`config.mk`:
```
export PLATFORM = sky130hd
export DESIGN_NAME = vsrd_valve_setpoint
export DESIGN_NICKNAME = d
export VERILOG_FILES = /design/src/rtl/vsrd_valve_setpoint.v
export VERILOG_INCLUDE_DIRS = /design/src /design/src/rtl
export SDC_FILE = /design/constraint.sdc
export NUM_CORES = 2
export LEC_CHECK = 0
export CORE_ASPECT_RATIO = 2
export CORE_MARGIN = 5
export CORE_UTILIZATION = 55
export DETAILED_ROUTE_END_ITERATION = 12
export DONT_BUFFER_PORTS = 1
export PLACE_DENSITY = 0.7
export SKIP_LAST_GASP = 1
export SLEW_MARGIN = 0
export SYNTH_ARGS = -nofsm -noshare
export SYNTH_HDL_FRONTEND = slang
export SYNTH_SLANG_ARGS = --single-unit
export TNS_END_PERCENT = 50
```
`constraint.sdc`:
```
create_clock -name clk -period 207.2 [get_ports clk]
set_clock_uncertainty 0.1 [all_clocks]
set_input_delay 20.72 -clock clk [delete_from_list [all_inputs] [get_ports clk]]
set_output_delay 20.72 -clock clk [all_outputs]
set_load 0.1 [all_outputs]
```
`src/rtl/vsrd_consts.vh`:
```
// Constants for the valve setpoint, ramp and dither block
`ifndef VSRD_CONSTS_VH
`define VSRD_CONSTS_VH
// Register indices; each register is one 32-bit word, addressed by its index on addr
`define VSRD_IDX_VALVE 6'h00
`define VSRD_IDX_RAMP 6'h01
`define VSRD_IDX_DITHER 6'h02
`define VSRD_IDX_PUMP 6'h03
`define VSRD_IDX_TRACT 6'h04
`define VSRD_IDX_SMOOTH 6'h05
`define VSRD_IDX_MISC 6'h06
`define VSRD_IDX_INPUTS 6'h07
`define VSRD_IDX_SETPT 6'h08
`define VSRD_IDX_PUMPOUT 6'h09
`define VSRD_IDX_SLIP 6'h0a
`define VSRD_IDX_MOTV 6'h0b
`define VSRD_IDX_BATT 6'h0c
// Setting ranges
`define VSRD_PERMILLE_MAX 10'h3e8
`define VSRD_RISE_MAX 8'hff
`define VSRD_TENTH_RAMP_MAX 7'h64
`define VSRD_PCT_MAX 7'h64
`define VSRD_CREEP_MIN 6'h06
`define VSRD_CREEP_MAX 6'h28
`define VSRD_SMOOTH_MIN 6'h0a
`define VSRD_SMOOTH_MAX 6'h32
`define VSRD_STOP_MIN 5'h03
`define VSRD_STOP_MAX 5'h14
`define VSRD_IMAX_MAX 4'h9
`define VSRD_DITH_LEVELS 4'h8
`define VSRD_DITH_STEP 10'h0cb
// Bit-rate codes in kbaud
`define VSRD_BAUD_20 9'h014
`define VSRD_BAUD_50 9'h032
`define VSRD_BAUD_125 9'h07d
`define VSRD_BAUD_250 9'h0fa
`define VSRD_BAUD_500 9'h1f4
// Time base: 0.1 s at 250 MHz, and dither half periods in cycles
`define VSRD_TENTH_CYCLES 32'd25000000
`define VSRD_DITH_HALF_0 32'd2000000
`define VSRD_DITH_HALF_1 32'd1506024
`define VSRD_DITH_HALF_2 32'd1000000
`endif

```
`src/rtl/vsrd_valve_setpoint.v`:
```
// Valve setpoint ramp, dither, pump floor and tester readings
//
// Strobed register access and the address map were chosen for this implementation.
`timescale 1ns/10ps
`include "vsrd_consts.vh"

module vsrd_valve_setpoint #(
    parameter TENTH_CYCLES = `VSRD_TENTH_CYCLES,
    parameter DITH_HALF_0 = `VSRD_DITH_HALF_0,
    parameter DITH_HALF_1 = `VSRD_DITH_HALF_1,
    parameter DITH_HALF_2 = `VSRD_DITH_HALF_2
) (
    input wire clk,
    input wire rst_n,
    input wire [5:0] addr,
    input wire [31:0] wdata,
    input wire wr_en,
    input wire rd_en,
    output reg [31:0] rdata,
    input wire [9:0] pot_level,
    input wire raise_switch,
    input wire lift_prop_active,
    input wire steer_active,
    input wire key_on,
    input wire [9:0] pump_current,
    input wire [15:0] inv_freq,
    input wire [15:0] enc_freq,
    input wire [15:0] inv_amplitude,
    input wire [15:0] batt_voltage,
    output reg [9:0] proportional_valve,
    output reg [6:0] pump_level,
    output reg [8:0] bus_rate_kbaud,
    output reg [3:0] pump_current_level,
    output reg [6:0] traction_ramp,
    output reg [6:0] pump_ramp
);

    ////////////////////////////////////////////////////////////////////////
    // Pin synchronisers; first stage read only by the second
    reg [9:0] pot_s1, pot_s2;
    reg raise_s1, raise_s2, lift_s1, lift_s2, steer_s1, steer_s2, key_s1, key_s2;
    reg [9:0] pcur_s1, pcur_s2;
    reg [15:0] inv_s1, inv_s2, enc_s1, enc_s2, amp_s1, amp_s2, bat_s1, bat_s2;

    always @(posedge clk) begin
        pot_s1 <= pot_level;
        pot_s2 <= pot_s1;
        raise_s1 <= raise_switch;
        raise_s2 <= raise_s1;
        lift_s1 <= lift_prop_active;
        lift_s2 <= lift_s1;
        steer_s1 <= steer_active;
        steer_s2 <= steer_s1;
        key_s1 <= key_on;
        key_s2 <= key_s1;
        pcur_s1 <= pump_current;
        pcur_s2 <= pcur_s1;
        inv_s1 <= inv_freq;
        inv_s2 <= inv_s1;
        enc_s1 <= enc_freq;
        enc_s2 <= enc_s1;
        amp_s1 <= inv_amplitude;
        amp_s2 <= amp_s1;
        bat_s1 <= batt_voltage;
        bat_s2 <= bat_s1;
    end

    ////////////////////////////////////////////////////////////////////////
    // Settings registers
    reg [9:0] valve_current_floor, valve_current_ceiling;
    reg valve_onoff, valve_on;
    reg [7:0] valve_rise_time, valve_fall_time;
    reg [3:0] dither_level;
    reg [1:0] dither_freq;
    reg [6:0] pump_floor_level, lift_load_boost, steer_pump_boost, steer_pump_trim;
    reg [6:0] traction_ramp_set, pump_ramp_set;
    reg [5:0] traction_min_freq;
    reg [5:0] acc_smooth, inv_smooth, brk_smooth;
    reg [4:0] acc_stop, brk_stop;
    reg [15:0] batt_keyon;
    reg key_d;

    // Writes are range checked; an out-of-range value keeps the old one
    always @(posedge clk) begin
        if (!rst_n) begin
            valve_current_floor <= 10'h000;
            valve_current_ceiling <= `VSRD_PERMILLE_MAX;
            valve_onoff <= 1'b0;
            valve_on <= 1'b0;
            valve_rise_time <= 8'h00;
            valve_fall_time <= 8'h00;
            dither_level <= 4'h0;
            dither_freq <= 2'h0;
            pump_floor_level <= 7'h00;
            lift_load_boost <= 7'h00;
            steer_pump_boost <= 7'h00;
            steer_pump_trim <= 7'h00;
            traction_ramp_set <= 7'h00;
            pump_ramp_set <= 7'h00;
            traction_min_freq <= `VSRD_CREEP_MIN;
            acc_smooth <= `VSRD_SMOOTH_MIN;
            inv_smooth <= `VSRD_SMOOTH_MIN;
            brk_smooth <= `VSRD_SMOOTH_MIN;
            acc_stop <= `VSRD_STOP_MIN;
            brk_stop <= `VSRD_STOP_MIN;
            bus_rate_kbaud <= `VSRD_BAUD_125;
            pump_current_level <= 4'h0;
        end else if (wr_en) begin
            case (addr)
                `VSRD_IDX_VALVE: begin
                    if (wdata[9:0] <= `VSRD_PERMILLE_MAX)
                        valve_current_floor <= wdata[9:0];
                    if (wdata[25:16] <= `VSRD_PERMILLE_MAX)
                        valve_current_ceiling <= wdata[25:16];
                    valve_onoff <= wdata[30];
                    valve_on <= wdata[31];
                end
                `VSRD_IDX_RAMP: begin
                    valve_rise_time <= wdata[7:0];
                    valve_fall_time <= wdata[15:8];
                end
                `VSRD_IDX_DITHER: begin
                    if (wdata[3:0] <= `VSRD_DITH_LEVELS)
                        dither_level <= wdata[3:0];
                    if (wdata[9:8] != 2'h3)
                        dither_freq <= wdata[9:8];
                    if (wdata[24:16] == `VSRD_BAUD_20 || wdata[24:16] == `VSRD_BAUD_50 ||
                        wdata[24:16] == `VSRD_BAUD_125 || wdata[24:16] == `VSRD_BAUD_250 ||
                        wdata[24:16] == `VSRD_BAUD_500)
                        bus_rate_kbaud <= wdata[24:16];
                end
                `VSRD_IDX_PUMP: begin
                    if (wdata[6:0] <= `VSRD_PCT_MAX)
                        pump_floor_level <= wdata[6:0];
                    if (wdata[14:8] <= `VSRD_PCT_MAX)
                        lift_load_boost <= wdata[14:8];
                    if (wdata[22:16] <= `VSRD_PCT_MAX)
                        steer_pump_boost <= wdata[22:16];
                    if (wdata[30:24] <= `VSRD_PCT_MAX)
                        steer_pump_trim <= wdata[30:24];
                end
                `VSRD_IDX_TRACT: begin
                    if (wdata[6:0] <= `VSRD_TENTH_RAMP_MAX)
                        traction_ramp_set <= wdata[6:0];
                    if (wdata[14:8] <= `VSRD_TENTH_RAMP_MAX)
                        pump_ramp_set <= wdata[14:8];
                    if (wdata[21:16] >= `VSRD_CREEP_MIN && wdata[21:16] <= `VSRD_CREEP_MAX)
                        traction_min_freq <= wdata[21:16];
                    if (wdata[27:24] <= `VSRD_IMAX_MAX)
                        pump_current_level <= wdata[27:24];
                end
                `VSRD_IDX_SMOOTH: begin
                    if (wdata[5:0] >= `VSRD_SMOOTH_MIN && wdata[5:0] <= `VSRD_SMOOTH_MAX)
                        acc_smooth <= wdata[5:0];
                    if (wdata[13:8] >= `VSRD_SMOOTH_MIN && wdata[13:8] <= `VSRD_SMOOTH_MAX)
                        inv_smooth <= wdata[13:8];
                    if (wdata[21:16] >= `VSRD_SMOOTH_MIN && wdata[21:16] <= `VSRD_SMOOTH_MAX)
                        brk_smooth <= wdata[21:16];
                end
                `VSRD_IDX_MISC: begin
                    if (wdata[4:0] >= `VSRD_STOP_MIN && wdata[4:0] <= `VSRD_STOP_MAX)
                        acc_stop <= wdata[4:0];
                    if (wdata[12:8] >= `VSRD_STOP_MIN && wdata[12:8] <= `VSRD_STOP_MAX)
                        brk_stop <= wdata[12:8];
                end
                default: begin
                end
            endcase
        end
    end

    // Battery voltage caught on the key-on rising edge
    always @(posedge clk) begin
        if (!rst_n) begin
            key_d <= 1'b0;
            batt_keyon <= 16'h0000;
        end else begin
            key_d <= key_s2;
            if (key_s2 && !key_d)
                batt_keyon <= bat_s2;
        end
    end

    ////////////////////////////////////////////////////////////////////////
    // Target current from pot position, floor..ceiling linear map
    reg [9:0] target;
    reg [19:0] span_prod;
    always @* begin
        span_prod = 20'h00000;
        if (valve_onoff) begin
            target = valve_on ? valve_current_ceiling : 10'h000;
        end else if (valve_current_ceiling <= valve_current_floor) begin
            target = valve_current_floor;
        end else begin
            // Pot 0 -> floor, pot at full scale -> ceiling
            span_prod = (valve_current_ceiling - valve_current_floor) * pot_s2;
            target = valve_current_floor + span_prod[19:10] +
                     ((pot_s2 == 10'h3ff) ? (valve_current_ceiling - valve_current_floor -
                     span_prod[19:10]) : 10'h000);
        end
    end

    // Ramp: one step per tick so that 0..full scale (1000 permille) spans the set time
    reg [9:0] ramp_val;
    reg [31:0] tick_cnt;
    reg [39:0] step_period;
    reg [7:0] active_time;
    always @* begin
        active_time = (target > ramp_val) ? valve_rise_time : valve_fall_time;
        // Time per permille step = time x 0.1 s / 1000; coarse, rounded down
        step_period = ({32'h0, active_time} * TENTH_CYCLES) / {30'h0, `VSRD_PERMILLE_MAX};
    end

    always @(posedge clk) begin
        if (!rst_n) begin
            ramp_val <= 10'h000;
            tick_cnt <= 32'h00000000;
        end else if (target == ramp_val) begin
            tick_cnt <= 32'h00000000;
        end else if (active_time == 8'h00 || tick_cnt + 32'h1 >= step_period) begin
            tick_cnt <= 32'h00000000;
            if (active_time == 8'h00)
                ramp_val <= target;
            else if (target > ramp_val)
                ramp_val <= ramp_val + 10'h001;
            else
                ramp_val <= ramp_val - 10'h001;
        end else begin
            tick_cnt <= tick_cnt + 32'h1;
        end
    end

    ////////////////////////////////////////////////////////////////////////
    // Dither square wave; trade-off: amplitude steps are linear in level
    reg [31:0] dith_cnt;
    reg dith_phase;
    reg [31:0] dith_half;
    always @* begin
        case (dither_freq)
            2'h1: dith_half = DITH_HALF_1;
            2'h2: dith_half = DITH_HALF_2;
            default: dith_half = DITH_HALF_0;
        endcase
    end

    always @(posedge clk) begin
        if (!rst_n) begin
            dith_cnt <= 32'h00000000;
            dith_phase <= 1'b0;
        end else if (dith_cnt + 32'h1 >= dith_half) begin
            dith_cnt <= 32'h00000000;
            dith_phase <= ~dith_phase;
        end else begin
            dith_cnt <= dith_cnt + 32'h1;
        end
    end

    reg [23:0] dith_amp_full;
    reg [9:0] dith_amp;
    reg [11:0] sum_val;
    reg [9:0] next_valve;
    always @* begin
        // Level n is n/8 of 20.3% of ceiling; 0 disables
        dith_amp_full = dither_level * `VSRD_DITH_STEP * valve_current_ceiling /
                        ({14'h0, `VSRD_PERMILLE_MAX} * {20'h0, `VSRD_DITH_LEVELS});
        dith_amp = dith_amp_full[9:0];
        if (dither_level == 4'h0 || ramp_val == 10'h000)
            sum_val = {2'b00, ramp_val};
        else if (dith_phase)
            sum_val = {2'b00, ramp_val} + {2'b00, dith_amp};
        else
            sum_val = {2'b00, ramp_val} - {2'b00, dith_amp};
        if (sum_val[11])
            next_valve = 10'h000;
        else if (sum_val[10:0] > {1'b0, valve_current_ceiling})
            next_valve = valve_current_ceiling;
        else
            next_valve = sum_val[9:0];
    end

    ////////////////////////////////////////////////////////////////////////
    // Pump level: current-driven boost, raised to at least the floor while raising
    reg [16:0] boost_prod;
    reg [8:0] pump_sum;
    reg [6:0] next_pump;
    always @* begin
        boost_prod = 17'h00000;
        pump_sum = 9'h000;
        if (steer_s2) begin
            boost_prod = pcur_s2 * steer_pump_boost;
            pump_sum = {2'b00, steer_pump_trim} + {2'b00, boost_prod[16:10]};
        end else if (lift_s2) begin
            boost_prod = pcur_s2 * lift_load_boost;
            pump_sum = {2'b00, boost_prod[16:10]};
        end
        if (raise_s2 && pump_sum < {2'b00, pump_floor_level})
            pump_sum = {2'b00, pump_floor_level};
        next_pump = (pump_sum > {2'b00, `VSRD_PCT_MAX}) ? `VSRD_PCT_MAX : pump_sum[6:0];
    end

    // Readings: slip and voltage percent
    reg [15:0] slip;
    reg [6:0] motor_volt_pct;
    reg [22:0] mv_prod;
    always @* begin
        slip = inv_s2 - enc_s2;
        mv_prod = amp_s2 * `VSRD_PCT_MAX / {7'h00, bat_s2};
        if (bat_s2 == 16'h0000 || amp_s2 >= bat_s2)
            motor_volt_pct = `VSRD_PCT_MAX;
        else
            motor_volt_pct = mv_prod[6:0];
    end

    ////////////////////////////////////////////////////////////////////////
    // Registered outputs
    always @(posedge clk) begin
        if (!rst_n) begin
            proportional_valve <= 10'h000;
            pump_level <= 7'h00;
            traction_ramp <= 7'h00;
            pump_ramp <= 7'h00;
        end else begin
            proportional_valve <= next_valve;
            pump_level <= next_pump;
            traction_ramp <= traction_ramp_set;
            pump_ramp <= pump_ramp_set;
        end
    end

    // Read port, data in the cycle after the strobe; unmapped reads zero
    always @(posedge clk) begin
        if (!rst_n) begin
            rdata <= 32'h00000000;
        end else if (rd_en) begin
            case (addr)
                `VSRD_IDX_VALVE: rdata <= {valve_on, valve_onoff, 4'h0, valve_current_ceiling,
                                           6'h00, valve_current_floor};
                `VSRD_IDX_RAMP: rdata <= {16'h0000, valve_fall_time, valve_rise_time};
                `VSRD_IDX_DITHER: rdata <= {7'h00, bus_rate_kbaud, 6'h00, dither_freq,
                                            4'h0, dither_level};
                `VSRD_IDX_PUMP: rdata <= {1'b0, steer_pump_trim, 1'b0, steer_pump_boost,
                                          1'b0, lift_load_boost, 1'b0, pump_floor_level};
                `VSRD_IDX_TRACT: rdata <= {4'h0, pump_current_level, 2'h0, traction_min_freq,
                                           1'b0, pump_ramp_set, 1'b0, traction_ramp_set};
                `VSRD_IDX_SMOOTH: rdata <= {10'h000, brk_smooth, 2'h0, inv_smooth,
                                            2'h0, acc_smooth};
                `VSRD_IDX_MISC: rdata <= {19'h00000, brk_stop, 3'h0, acc_stop};
                `VSRD_IDX_INPUTS: rdata <= {28'h0000000, key_s2, steer_s2, lift_s2, raise_s2};
                `VSRD_IDX_SETPT: rdata <= {6'h00, ramp_val, 6'h00, proportional_valve};
                `VSRD_IDX_PUMPOUT: rdata <= {25'h0000000, pump_level};
                `VSRD_IDX_SLIP: rdata <= {16'h0000, slip};
                `VSRD_IDX_MOTV: rdata <= {25'h0000000, motor_volt_pct};
                `VSRD_IDX_BATT: rdata <= {16'h0000, batt_keyon};
                default: rdata <= 32'h00000000;
            endcase
        end else begin
            rdata <= 32'h00000000;
        end
    end

endmodule

```
# Word-level counts from Yosys, hierarchy flattened
# Index checks and enable logic that the tools add are counted.
op_classes:
  add_sub_neg: 14
  n_mul: 7
  n_div: 3
  magnitude_cmp: 28
  eq_ne: 22
  n_mux: 17
  bitwise_logic: 3
  n_reduce_logical: 47
ops:
  columns: ["cell", "n"]
  rows:
  - ["$pmux W32 S13", 1]
  - ["$mux W10", 7]
  - ["$add A32 B1 Y32 const B", 2]
  - ["$reduce_and A3 Y1", 18]
  - ["$pmux W21 S2", 1]
  - ["$div A33 B10 Y40 const B", 1]
  - ["$ge A33 B40 Y1", 1]
  - ["$mul A10 B7 Y17", 2]
  - ["$add A32 B1 Y33 const B", 1]
  - ["$ge A32 B32 Y1", 1]
  - ["$eq A6 B4 Y1 const B", 5]
  - ["$le A7 B7 Y1 const B", 4]
  - ["$mul A8 B19 Y27 const B", 1]
  - ["$div A22 B13 Y24 const B", 1]
  - ["$eq A6 B3 Y1 const B", 4]
  - ["$le A6 B6 Y1 const B", 4]
  - ["$mux W12", 2]
  - ["$div A23 B16 Y23", 1]
  - ["$mul A12 B10 Y22", 1]
  - ["$sub A10 B10 Y11", 2]
  - ["$mul A16 B5 Y21 const B", 1]
  - ["$mux W7", 3]
  - ["$add A10 B10 Y10", 2]
  - ["$le A10 B10 Y1 const B", 2]
  - ["45 further kinds", 73]
word_totals:
  reg_bits: 464
  output_inout_bits: 76

# Logic depth before layout (Yosys ltp)
depth:
  depth_word: 14
  ltp_mapped: 390

# Worst setup path after synthesis
# OpenSTA, ideal clock, no wires.
synth_path:
  kind: "reg2reg"
  start: "register amp_s2[2]"
  end: "register rdata[0]"
  setup_time_ps: 120
  t_arrival_ps: 65531
  t_required_ps: 206980
  slack_ps: 141449
  path_stages_with_launch: 374
  n_path_buf: 35
  cell_sequence: "dfxtp_1 buf_1 clkinv_1 ha_1 ha_1 ha_1 inv_1 fa_1 nor2b_1 o21ai_0 a21boi_0 o21ai_0 a21boi_0 o21ai_0 a21boi_0 o21ai_0 a21boi_0 o21ai_0 [338 not listed] nand3_1 clkbuf_1 clkbuf_1 nor2_1 a21oi_1 ha_1 a21o_1 a21oi_1 nor2b_1 o21ai_0 nand2b_1 a21oi_1 nor2b_1 o21ai_0 nand2_1 o21ai_0 nand3_1 o31a_1"
synth_via:
  elab_chain_cells: 4
  elab_cells_between_ends: 6
synth_rtl:
  columns: ["item", "line_no", "source"]
  rows:
  - ["start: declaration", "vsrd_valve_setpoint.v:43", "reg [15:0] inv_s1, inv_s2, enc_s1, enc_s2, amp_s1, amp_s2, bat_s1, bat_s2;"]
  - ["start signal: assignment", "vsrd_valve_setpoint.v:63", "amp_s2 <= amp_s1;"]
  - ["$mul A16 B5 Y21 (no source line) / $ge A16 B16 Y1 (equally long branches)", null, null]
  - ["$div A23 B16 Y23 / $logic_or A1 B1 Y1 (equally long branches)", "vsrd_valve_setpoint.v:307, vsrd_valve_setpoint.v:308", null]
  - ["$mux W7 *", "vsrd_valve_setpoint.v:308", "if (bat_s2 == 16'h0000 || amp_s2 >= bat_s2)"]
  - ["$pmux W32 S13 *", "vsrd_valve_setpoint.v:335", "case (addr)"]
  - ["end signal: assignment", "vsrd_valve_setpoint.v:336", "`VSRD_IDX_VALVE: rdata <= {valve_on, valve_onoff, 4'h0, valve_current_ceiling,"]
  - ["end signal: assignment", "vsrd_valve_setpoint.v:338", "`VSRD_IDX_RAMP: rdata <= {16'h0000, valve_fall_time, valve_rise_time};"]
  - ["end signal: assignment", "vsrd_valve_setpoint.v:339", "`VSRD_IDX_DITHER: rdata <= {7'h00, bus_rate_kbaud, 6'h00, dither_freq,"]
  - ["end: declaration", "vsrd_valve_setpoint.v:19", "output reg [31:0] rdata,"]
# Mark *: on every way between the ends. The rest lies on a longest branch, timed or not.
# A chain may end at the register's enable or synchronous reset.

# Final worst setup path
# Ends and elaborated chain as after synthesis.

==> flow_summary.json <==
{
  "status": "complete, no violations",
  "crit_arrival_ns": 75.67,
  "post_drt_wl_per_cell_um": 25.6,
  "worstSkewPairLatency_ns": 0.67,
  "htree_levels": 2,
  "ys_top_cells_by_count": "876 x nand2_1, 830 x inv_1, 780 x nor2_1, 715 x ha_1, 639 x a21oi_1",
  "routed_wl_um": 282000,
  "hold_buffers": 0,
  "clock_path_buffers": 3,
  "slew_violations": 0,
  "multi_input_area_um2": 57400,
  "fin_crit_sh": 0.363,
  "die_x_um": 264,
  "fin_cells": 11000,
  "rsz0062_at_grt": "no",
  "synth_warnings": 0,
  "portBuffers": 0,
  "grt_pass1_vias": 74000,
  "synth.area.top_cells": "dfxtp_1 13%, ha_1 13%, fa_1 9.3%, xnor2_1 5.3%, nand2_1 4.6%",
  "setup_viol": 0,
  "slew_headroom": 0.0466,
  "synthesis.area_um2": 71100,
  "start_util": 0.553,
  "synthArstFlopShare": 0,
  "critPathCaptureType": "flop",
  "synth_edf_count": 0,
  "drc_errors": 0,
  "cp_max_fo": 33,
  "grt_pass1_wl_um": 421000,
  "cpMaxStageDelayCell": "a31oi_1",
  "grt_max_degree": 91,
  "worst_ep_required_time_ns": 207.63,
  "vias": 72600,
  "startpoint_type": "flop",
  "die_area_um2": 137000,
  "io_pins": 206,
  "synthMostInstantiatedCell": "nand2_1",
  "avgSynthCellArea_um2": 7.58,
  "track_usage": 0.390,
  "tns_ns": 0,
  "ys_ff_latch": 464,
  "synthFlopType": "dfxtp_1",
  "gr-total-overflow": 0,
  "max_cap_violations": 0,
  "dp_cells": 10900,
  "cts_tree": "yes",
  "drive_gt1_frac": 0.0578,
  "critPathMaxStageDelay_ns": 1.05,
  "area_growth_pct": 5.13,
  "fillCellCount": 12100,
  "worstMarginPinSlew_ns": 1.42,
  "postSynthCellCount": 9376,
  "dp_hpwl_um": 225000,
  "path_class": "flop to flop",
  "placementRows": 186,
  "synth_top_area_share": 0.131,
  "place_congestion": 1.10,
  "cts_buffers": 45,
  "regArea_um2": 9290,
  "antenna_found_initial": 34,
  "fin_util": 0.581,
  "fmax_ghz": 0.0133,
  "first_pass_iters": 9,
  "hold_class": "flop to flop",
  "path_clk_slew_ns": 0.08,
  "viasPerCell": 6.60,
  "ctsRootBufferMaster": "clkbuf_16",
  "coreArea_um2": 128000,
  "ctsResizeCount": 0,
  "post_cts_buffers": 0,
  "layout.nets": 10400,
  "drtIter0Drc": 5543,
  "fin_crit_ns": 75.24,
  "yosysTopAreaCell": "dfxtp_1",
  "cpMostUsedCell": "o21ai_0",
  "synth.yosys.seq_area_share": 0.131,
  "clock-sinks": 464,
  "ant_nets": 0,
  "hold_viol": 0,
  "ys_types": 141,
  "die_height_um": 518
}
state kept, by name, indices dropped and copies added, names as in the netlist, 9 cells and up:
register	flops
dith_cnt	32
rdata	32
tick_cnt	32
amp_s1	16
amp_s2	16
bat_s1	16
bat_s2	16
batt_keyon	16
enc_s1	16
enc_s2	16
inv_s1	16
inv_s2	16
pcur_s1	10
pcur_s2	10
pot_s1	10
pot_s2	10
proportional_valve	10
ramp_val	10
valve_current_ceiling	10
valve_current_floor	10
bus_rate_kbaud	9
critical path, delay by kind of cell, from the launching register on:
family	cells	cell delay (ns)
AOI/OAI and AO/OA	191	39.80
xor gates and xnor gates	8	2.25
and+or+nand+nor	109	19.21
muxes	1	0.34
buffers and inverters	16	3.60
DFF	1	0.67
adders and majority gates	26	9.02
cells by family after synthesis:
kind of cell | synth area share
other cells | 0.0000528
mux | 0.0480
compound gates | 0.229
xor+xnor | 0.0774
simple gates | 0.232
buf+inv | 0.0638
fa+ha+maj | 0.220
flops | 0.131
stage by stage:
stage	cell area (um2)	setup WS, ns	hold WS [ns]
6_report	74700	131.96	0.210
3_5_place_dp	73000	133.53	0.212
3_3_place_gp	73000	134.53	0.210
2_1_floorplan	71100	141.45	0.210
4_1_cts	74600	133.20	0.200
5_1_grt	74700	124.87	0.213
per-layer routing:
layer / global-route usage / vias to the layer above / share of wire / wire length (um)
li1: - / 33100 / - / -
met1: 0.355 / 34200 / 0.31 / 87600
met2: 0.686 / 3572 / 0.48 / 135000
met3: 0.0864 / 1727 / 0.075 / 21200
met4: 0.404 / 14 / 0.13 / 37500
met5: 0 / - / 0.00036 / 102
path summary, 6_finish.rpt:
check                                from  endpoint  slack, ns  cells after the start
worst max register to register  amp_s2[2]  rdata[0]     131.96                    351
worst min register to register     key_s1    key_s2       0.21                      0
worst max-delay path            amp_s2[2]  rdata[0]     131.96                    351
worst min-delay path               key_s1    key_s2       0.21                      0
area by class of cell:
cell class                      instances  share of cell area
Antenna cell                           32             0.00107
Clock buffer                           55              0.0161
Clock inverter                         28             0.00477
Inverter                              851              0.0429
Multi-Input combinational cell       7746               0.769
Sequential cell                       464               0.124
Tap cell                             1692              0.0283
Timing Repair Buffer                  137              0.0138
cells in the final DEF, fill, tap and decap left out, drive strengths merged, types with 52 or more instances in the layout:
cell type / count
a22oi: 52
a211oi: 88
o21ai: 492
and2: 234
and3: 104
dfxtp: 464
mux2: 96
o31ai: 93
o21bai: 67
a21oi: 642
xnor2: 427
buf: 137
a31oi: 102
o211ai: 81
nand4: 110
nor2b: 126
nor3: 243
or3: 67
nor2: 783
clkbuf: 55
nand2: 878
nor4: 96
o21a: 121
mux2i: 223
or2: 78
nand3: 258
xor2: 197
fa: 330
inv: 846
nand2b: 155
ha: 715
a21o: 157
Power is left out: the tool's default activity adds up to more than one toggle a clock period on the data nets, which glitch-free logic cannot reach.
